`src/hw/dscp_prio_pkg.sv`:
```
package dscp_prio_pkg;

   // ----------------------------------------------------------------
   // Register map, byte offsets on the management port
   // ----------------------------------------------------------------
   localparam logic [15:0] OFF_MAP_1A_1B = 16'h034d;
   localparam logic [15:0] OFF_MAP_1C_1D = 16'h034e;
   localparam logic [15:0] OFF_MAP_1E_1F = 16'h034f;
   localparam logic [15:0] OFF_MAP_20_21 = 16'h0350;
   localparam logic [15:0] OFF_MAP_22_23 = 16'h0351;
   localparam logic [15:0] OFF_MAP_24_25 = 16'h0352;
   localparam logic [15:0] OFF_MAP_26_27 = 16'h0353;
   localparam logic [15:0] OFF_MAP_28_29 = 16'h0354;
   localparam logic [15:0] OFF_MAP_2A_2B = 16'h0355;
   // Printed offset of the 2C/2D entry collides with the 20/21 entry
   localparam logic [15:0] OFF_MAP_2C_2D_PRINTED = 16'h0350;
   // Decoded offset of the 2C/2D entry: the free slot in the sequence
   localparam logic [15:0] OFF_MAP_2C_2D = 16'h0356;
   localparam logic [15:0] OFF_MAP_2E_2F = 16'h0357;
   localparam logic [15:0] OFF_MAP_30_31 = 16'h0358;
   localparam logic [15:0] OFF_MAP_32_33 = 16'h0359;
   localparam logic [15:0] OFF_MAP_34_35 = 16'h035a;

   // ----------------------------------------------------------------
   // Field layout and reset values
   // ----------------------------------------------------------------
   localparam int PRIO_W = 3;          // Width of one priority field
   localparam int PRIO_LO_LSB = 0;     // Even code point field, bits 2:0
   localparam int PRIO_HI_LSB = 4;     // Odd code point field, bits 6:4
   localparam logic [PRIO_W-1:0] PRIO_RST = 3'h0;
   localparam logic [7:0] RDATA_IDLE = 8'h00;

   // ----------------------------------------------------------------
   // Table geometry
   // ----------------------------------------------------------------
   localparam int NUM_REGS = 14;
   localparam int IDX_W = 4;
   localparam logic [5:0] DSCP_FIRST = 6'h1a;
   localparam logic [5:0] DSCP_LAST = 6'h35;

   // One mapping register: two priority fields
   typedef struct packed {
      logic [PRIO_W-1:0] hi;           // Odd code point
      logic [PRIO_W-1:0] lo;           // Even code point
   } prio_pair_s;

   // Result of an address decode
   typedef struct packed {
      logic hit;
      logic [IDX_W-1:0] idx;
   } reg_sel_s;

   // Lookup answer towards the classifier
   typedef struct packed {
      logic valid;
      logic hit;
      logic [PRIO_W-1:0] prio;
   } prio_result_s;

endpackage

```
`src/hw/prio_pair_reg.sv`:
```
`timescale 1ns/10ps

// --------------------------------------------------------------------
// One mapping register holding two 3-bit priorities
// --------------------------------------------------------------------
module prio_pair_reg
   import dscp_prio_pkg::*;
(
   input wire logic mclk,
   input wire logic rst,
   input wire logic wr_en,
   input wire logic [7:0] wdata,
   output prio_pair_s pair
);

   prio_pair_s pair_d;                 // Next value
   prio_pair_s pair_q;                 // Stored fields

   // Next value: only the two priority fields are captured, so bits 7
   // and 3 of a write fall away here and never reach storage
   always_comb begin
      pair_d = pair_q;
      if (wr_en) begin
         pair_d.lo = wdata[PRIO_LO_LSB +: PRIO_W];
         pair_d.hi = wdata[PRIO_HI_LSB +: PRIO_W];
      end
   end

   // Storage, cleared to zero priority by reset
   always_ff @(posedge mclk) begin
      if (rst) begin
         pair_q <= '{hi: PRIO_RST, lo: PRIO_RST};
      end else begin
         pair_q <= pair_d;
      end
   end

   assign pair = pair_q;

endmodule

```
`src/hw/dscp_priority_map_1a_35.sv`:
```
// The address-and-strobe port was chosen for this implementation.
`timescale 1ns/10ps

// Functional notes
// DSCP 1A/1B from register 034D, reset zero
// DSCP 1C/1D from register 034E
// DSCP 1E/1F from register 034F
// DSCP 20/21 from register 0350
// DSCP 22/23 from register 0351
// DSCP 24/25 from register 0352
// DSCP 26/27 from register 0353
// DSCP 28/29 from register 0354
// DSCP 2A/2B from register 0355
// DSCP 2C/2D from register 0356; the printed 0350 entry is a duplicate
// DSCP 2E/2F from register 0357
// DSCP 30/31 from register 0358
// DSCP 32/33 from register 0359
// DSCP 34/35 from 035A; all fields reset zero
// Bits 7 and 3 read zero, ignore writes
module dscp_priority_map_1a_35
   import dscp_prio_pkg::*;
(
   input wire logic mclk,
   input wire logic rst,
   input wire logic [15:0] reg_addr,
   input wire logic [7:0] reg_wdata,
   input wire logic reg_wr,
   input wire logic reg_rd,
   output logic [7:0] reg_rdata,
   input wire logic lookup_valid,
   input wire logic [5:0] lookup_dscp,
   output logic prio_valid,
   output logic prio_hit,
   output logic [2:0] prio_out
);

   // ----------------------------------------------------------------
   // Address decode
   // ----------------------------------------------------------------

   // Maps a byte offset onto a table slot; the 2C/2D entry answers at
   // the free slot so that it never shadows the 20/21 entry
   function automatic reg_sel_s decode(input logic [15:0] addr);
      reg_sel_s sel;
      sel = '{hit: 1'b1, idx: 4'h0};
      // R01 1A/1B entry
      if (addr == OFF_MAP_1A_1B) begin
         sel.idx = 4'h0;
      // R02 1C/1D entry
      end else if (addr == OFF_MAP_1C_1D) begin
         sel.idx = 4'h1;
      // R03 1E/1F entry
      end else if (addr == OFF_MAP_1E_1F) begin
         sel.idx = 4'h2;
      // R04 20/21 entry
      end else if (addr == OFF_MAP_20_21) begin
         sel.idx = 4'h3;
      // R05 22/23 entry
      end else if (addr == OFF_MAP_22_23) begin
         sel.idx = 4'h4;
      // R06 24/25 entry
      end else if (addr == OFF_MAP_24_25) begin
         sel.idx = 4'h5;
      // R07 26/27 entry
      end else if (addr == OFF_MAP_26_27) begin
         sel.idx = 4'h6;
      // R08 28/29 entry
      end else if (addr == OFF_MAP_28_29) begin
         sel.idx = 4'h7;
      // R09 2A/2B entry
      end else if (addr == OFF_MAP_2A_2B) begin
         sel.idx = 4'h8;
      // R10 2C/2D entry
      end else if (addr == OFF_MAP_2C_2D) begin
         sel.idx = 4'h9;
      // R11 2E/2F entry
      end else if (addr == OFF_MAP_2E_2F) begin
         sel.idx = 4'ha;
      // R12 30/31 entry
      end else if (addr == OFF_MAP_30_31) begin
         sel.idx = 4'hb;
      // R13 32/33 entry
      end else if (addr == OFF_MAP_32_33) begin
         sel.idx = 4'hc;
      // R14 34/35 entry
      end else if (addr == OFF_MAP_34_35) begin
         sel.idx = 4'hd;
      end else begin
         // Unmapped: writes dropped, reads answer zero
         sel.hit = 1'b0;
      end
      return sel;
   endfunction

   reg_sel_s sel;                      // Decode of the current address

   always_comb begin
      sel = decode(reg_addr);
   end

   // ----------------------------------------------------------------
   // Mapping registers
   // ----------------------------------------------------------------
   prio_pair_s [NUM_REGS-1:0] map_q;   // All fourteen entries

   // zero on reset
   // one slot each
   // Every slot is the same register; the decode picks the slot
   for (genvar gi = 0; gi < NUM_REGS; gi++) begin : g_map
      localparam logic [IDX_W-1:0] SLOT = IDX_W'(gi);
      prio_pair_reg u_reg (
         .mclk(mclk),
         .rst(rst),
         .wr_en(reg_wr && sel.hit && (sel.idx == SLOT)),
         .wdata(reg_wdata),
         .pair(map_q[gi])
      );
   end

   // ----------------------------------------------------------------
   // Read path
   // ----------------------------------------------------------------
   logic [7:0] rdata_d;                // Next read data
   logic [7:0] rdata_q;                // Read data, one cycle after strobe

   // reserved bits zero
   // Read data stand only in the cycle after the strobe, else zero
   always_comb begin
      rdata_d = RDATA_IDLE;
      if (reg_rd && sel.hit) begin
         rdata_d = {1'b0, map_q[sel.idx].hi, 1'b0, map_q[sel.idx].lo};
      end
   end

   // Read data register
   always_ff @(posedge mclk) begin
      if (rst) begin
         rdata_q <= RDATA_IDLE;
      end else begin
         rdata_q <= rdata_d;
      end
   end

   assign reg_rdata = rdata_q;

   // ----------------------------------------------------------------
   // Priority lookup
   // ----------------------------------------------------------------
   logic [5:0] code_off;               // Code point relative to first entry
   logic in_range;                     // Code point handled by this slice
   prio_result_s res_d;                // Next lookup answer
   prio_result_s res_q;                // Registered lookup answer

   assign code_off = lookup_dscp - DSCP_FIRST;
   assign in_range = (lookup_dscp >= DSCP_FIRST) && (lookup_dscp <= DSCP_LAST);

   // select by code
   // Pair index is the offset halved, the low bit picks odd or even.
   // A write in the same cycle as a lookup is seen one lookup later,
   // which keeps the lookup path free of the write decode.
   always_comb begin
      res_d = '{valid: 1'b0, hit: 1'b0, prio: PRIO_RST};
      if (lookup_valid) begin
         res_d.valid = 1'b1;
         res_d.hit = in_range;
         if (in_range) begin
            if (code_off[0]) begin
               res_d.prio = map_q[code_off[4:1]].hi;
            end else begin
               res_d.prio = map_q[code_off[4:1]].lo;
            end
         end
      end
   end

   // Lookup answer register
   always_ff @(posedge mclk) begin
      if (rst) begin
         res_q <= '{valid: 1'b0, hit: 1'b0, prio: PRIO_RST};
      end else begin
         res_q <= res_d;
      end
   end

   assign prio_valid = res_q.valid;
   assign prio_hit = res_q.hit;
   assign prio_out = res_q.prio;
endmodule

```
`config.mk`:
```
export PLATFORM = sky130hd
export DESIGN_NAME = dscp_priority_map_1a_35
export DESIGN_NICKNAME = d
export VERILOG_FILES = /design/src/hw/dscp_prio_pkg.sv /design/src/hw/prio_pair_reg.sv /design/src/hw/dscp_priority_map_1a_35.sv
export SDC_FILE = /design/constraint.sdc
export NUM_CORES = 1
export LEC_CHECK = 0
export BUFFER_PORTS_ARGS = -buffer_cell sky130_fd_sc_hd__buf_4
export CORE_UTILIZATION = 35
export CTS_CLUSTER_SIZE = 16
export DETAILED_ROUTE_END_ITERATION = 8
export PLACE_DENSITY = 0.53
export SYNTH_ARGS = -nofsm -noshare
export SYNTH_HDL_FRONTEND = slang
export SYNTH_SLANG_ARGS = --single-unit
```
`constraint.sdc`:
```
create_clock -name mclk -period 2.4 [get_ports mclk]
set_input_delay 0.12 -clock mclk [delete_from_list [all_inputs] [get_ports mclk]]
set_output_delay 0.12 -clock mclk [all_outputs]
set_load 0.03 [all_outputs]
```
==> impl_metrics.env <==
export IMPL_status="finished, violations left"
export IMPL_violations="design-rule violations"
export IMPL_synth_flop_cell="dfxtp_1"
export IMPL_ys_warn_count=0
export IMPL_io_buffers=43
export IMPL_grt_start_max_net_pins=87
export IMPL_synth_top_area_frac=0.356
export IMPL_via_count=4160
export IMPL_core_area_um2=14700
export IMPL_path_cells="buf_4 -> nor4b_4 -> nand3_1 -> nor4_4 -> nand4_2 -> mux2i_1 -> nor2_1"
export IMPL_synth_avg_cell_area_um2=9.94
export IMPL_cts_tree="built"
export IMPL_synth_cells=537
export IMPL_cts_hold_buffers=0
export IMPL_crit_slowest_cell="nor4_4"
export IMPL_crit_start="reg_addr[10]"
export IMPL_path_clk_slew_ns=0.07
export IMPL_grt_pass1_vias=4060
export IMPL_ant_nets=0
export IMPL_min_delay_start="lookup_valid"
export IMPL_drv_max_cap_violation_count=0
export IMPL_hpwl_um=10700
export IMPL_ys_ff_latch=95
export IMPL_die_width_um=125
export IMPL_finalCritPeriodShare=0.828
export IMPL_place_ws_ns=0.0673
export IMPL_critPathBufInv=1
export IMPL_endpoint_kind="register"
export IMPL_nNetsFinal=605
export IMPL_cts_resized=0
export IMPL_grt_overflow_total=0
export IMPL_crit_type="input port to register"
export IMPL_num_antenna_cells=0
export IMPL_htreeDepth=3
export IMPL_timing_fmax_mhz=503
export IMPL_critPathMaxFanout=6
export IMPL_dr_pass1_iters=8
export IMPL_wl_um=14900
export IMPL_grt_pass1_wl_um=23700
export IMPL_synth_edf_count=0
export IMPL_area_growth_pct=15.5
export IMPL_hold_violations=0
export IMPL_max_slew_margin=0.383
export IMPL_synth_distinct_cells=66
export IMPL_cp_top_family="simple AND/OR/NAND/NOR gates"
export IMPL_io_pins=48
export IMPL_synth_top_cell_by_area="dfxtp_1"
export IMPL_rsz0062_at_grt="no"
export IMPL_root_buffer="clkbuf_16"
export IMPL_synth_most_common_cell="mux2i_1"
export IMPL_min_period_ns=1.99
export IMPL_initial_core_util=0.363
export IMPL_ctsLongestPathBuffers=2
export IMPL_rows=44
export IMPL_hold_path_class="input port to register"
export IMPL_final_core_util=0.419
export IMPL_drt_iter0_drc=310
export IMPL_holdWs_ns=0.0330
export IMPL_r2r_start="g_map[8].u_reg.pair[1]"
export IMPL_setup_violations=0
export IMPL_async_flop_share=0
export IMPL_cp_data_required_time_ns=2.60
export IMPL_seq_area_frac_synth=0.356
export IMPL_wire_per_inst_um=19.7
export IMPL_tns_ns=0
export IMPL_cts_buffers=9
export IMPL_startpoint_type="input port"
export IMPL_die_height_um=125
export IMPL_grtUsageTotal=0.198
export IMPL_ys_top_cells_by_count="110 x mux2i_1, 95 x dfxtp_1, 92 x nor2_1"
export IMPL_route_detailed_drc=2
export IMPL_syn_area_um2=5340
export IMPL_maxSlewViolCount=0
export IMPL_drive_gt1_frac=0.220
export IMPL_max_stage_delay_ns=0.59
export IMPL_setup_slack_ns=0.412
export IMPL_leakage_nw=2.69
export IMPL_power_density_nw_per_um2=561
export IMPL_die_area_um2=15700
export IMPL_finClkSkew_ns=0.00671
export IMPL_gp_congestion=0.805
export IMPL_cts_sinks=95
export IMPL_post_cts_buffers=0
export IMPL_cp_arrival_ns=2.19
export IMPL_synth_area_top_cells="dfxtp_1 36%, mux2i_1 21%, mux4_2 7.6%, nor2_1 6.5%, nand3_1 2.0%"
export IMPL_clock_latency_ns=0.35
export IMPL_fill_cells=1414
export IMPL_via_per_inst=5.49
export IMPL_worst_pin_slew_ns=0.926
export IMPL_ir_worst_vdd_mv=0.334
export IMPL_antenna_found_initial=0
-- area by class of cell --
type	instances	area, µm²	share of cell area
clock inverter	7	103	0.0167
timing repair buffer	61	483	0.0784
tap	184	230	0.0374
multi-input combinational	397	3200	0.519
clock buffer	9	225	0.0366
inverter	5	18.8	0.00305
sequential	95	1900	0.309
-- layer usage --
layer | wire (µm) | vias up | track usage
met5 | 0 | - | 0
met4 | 280 | 0 | 0.0674
met3 | 524 | 19 | 0.0342
met2 | 7260 | 87 | 0.329
met1 | 6870 | 2040 | 0.258
li1 | - | 2014 | -
-- sequential cells by signal, indices dropped and copies added, names as in the netlist --
| signal | flops |
|---|---|
| reg_rdata | 6 |
| g_map.u_reg.pair | 84 |
| prio_out | 3 |
| prio_hit | 1 |
| prio_valid | 1 |
-- layout by cell type, fill, tap and decap left out, types with 3 or more instances in the layout --
master	instances
a21oi_1	12
o311a_1	3
mux2_2	5
nand3_1	21
mux4_2	18
nand2b_1	4
mux2_4	3
nor3_2	3
nor2_1	92
a21o_1	4
mux2i_1	110
a31oi_1	5
clkbuf_16	9
o2111ai_1	3
dfxtp_1	95
o22a_1	9
a221oi_1	5
xnor2_1	4
buf_4	59
nor4_4	4
o21ai_0	13
nand2_1	27
mux2_1	4
inv_1	5
and3_1	3
-- report_power, final --
group	internal, mW	switching (mW)
Clock	0.926	0.666
Sequential	1.58	0.000651
Combinational	0.103	0.181
-- final timing paths --
kind              slack, ns  cells past startpoint                      end
setup / recovery       0.41                      7   g_map[1].u_reg.pair[4]
hold / removal         0.03                      2               prio_valid
setup reg to reg       0.90                      4              prio_out[1]
hold reg to reg        0.53                      2  g_map[12].u_reg.pair[4]
-- through the flow --
stage                     total power [mW]  cells  instance area (µm²)
after detailed placement              1.90    742                 5830
final                                 3.45    758                 6160
after global routing                  3.57    758                 6160
after floorplan                       1.79    538                 5340
after CTS                             3.49    758                 6160
after global placement                1.89    742                 5830
-- kinds of logic (layout without fill, tap and decap cells) --
family / after synthesis / count (layout) / synth area share
fa+ha+maj: 1 / 1 / 0.00234
other cells: 1 / 2 / 0.000703
buf+inv: 46 / 82 / 0.0448
xor+xnor: 6 / 6 / 0.00985
flops: 95 / 95 / 0.356
simple gates: 178 / 178 / 0.181
mux: 141 / 141 / 0.312
compound gates: 69 / 69 / 0.0922
Note: power is estimated with default switching activity, not from simulation.
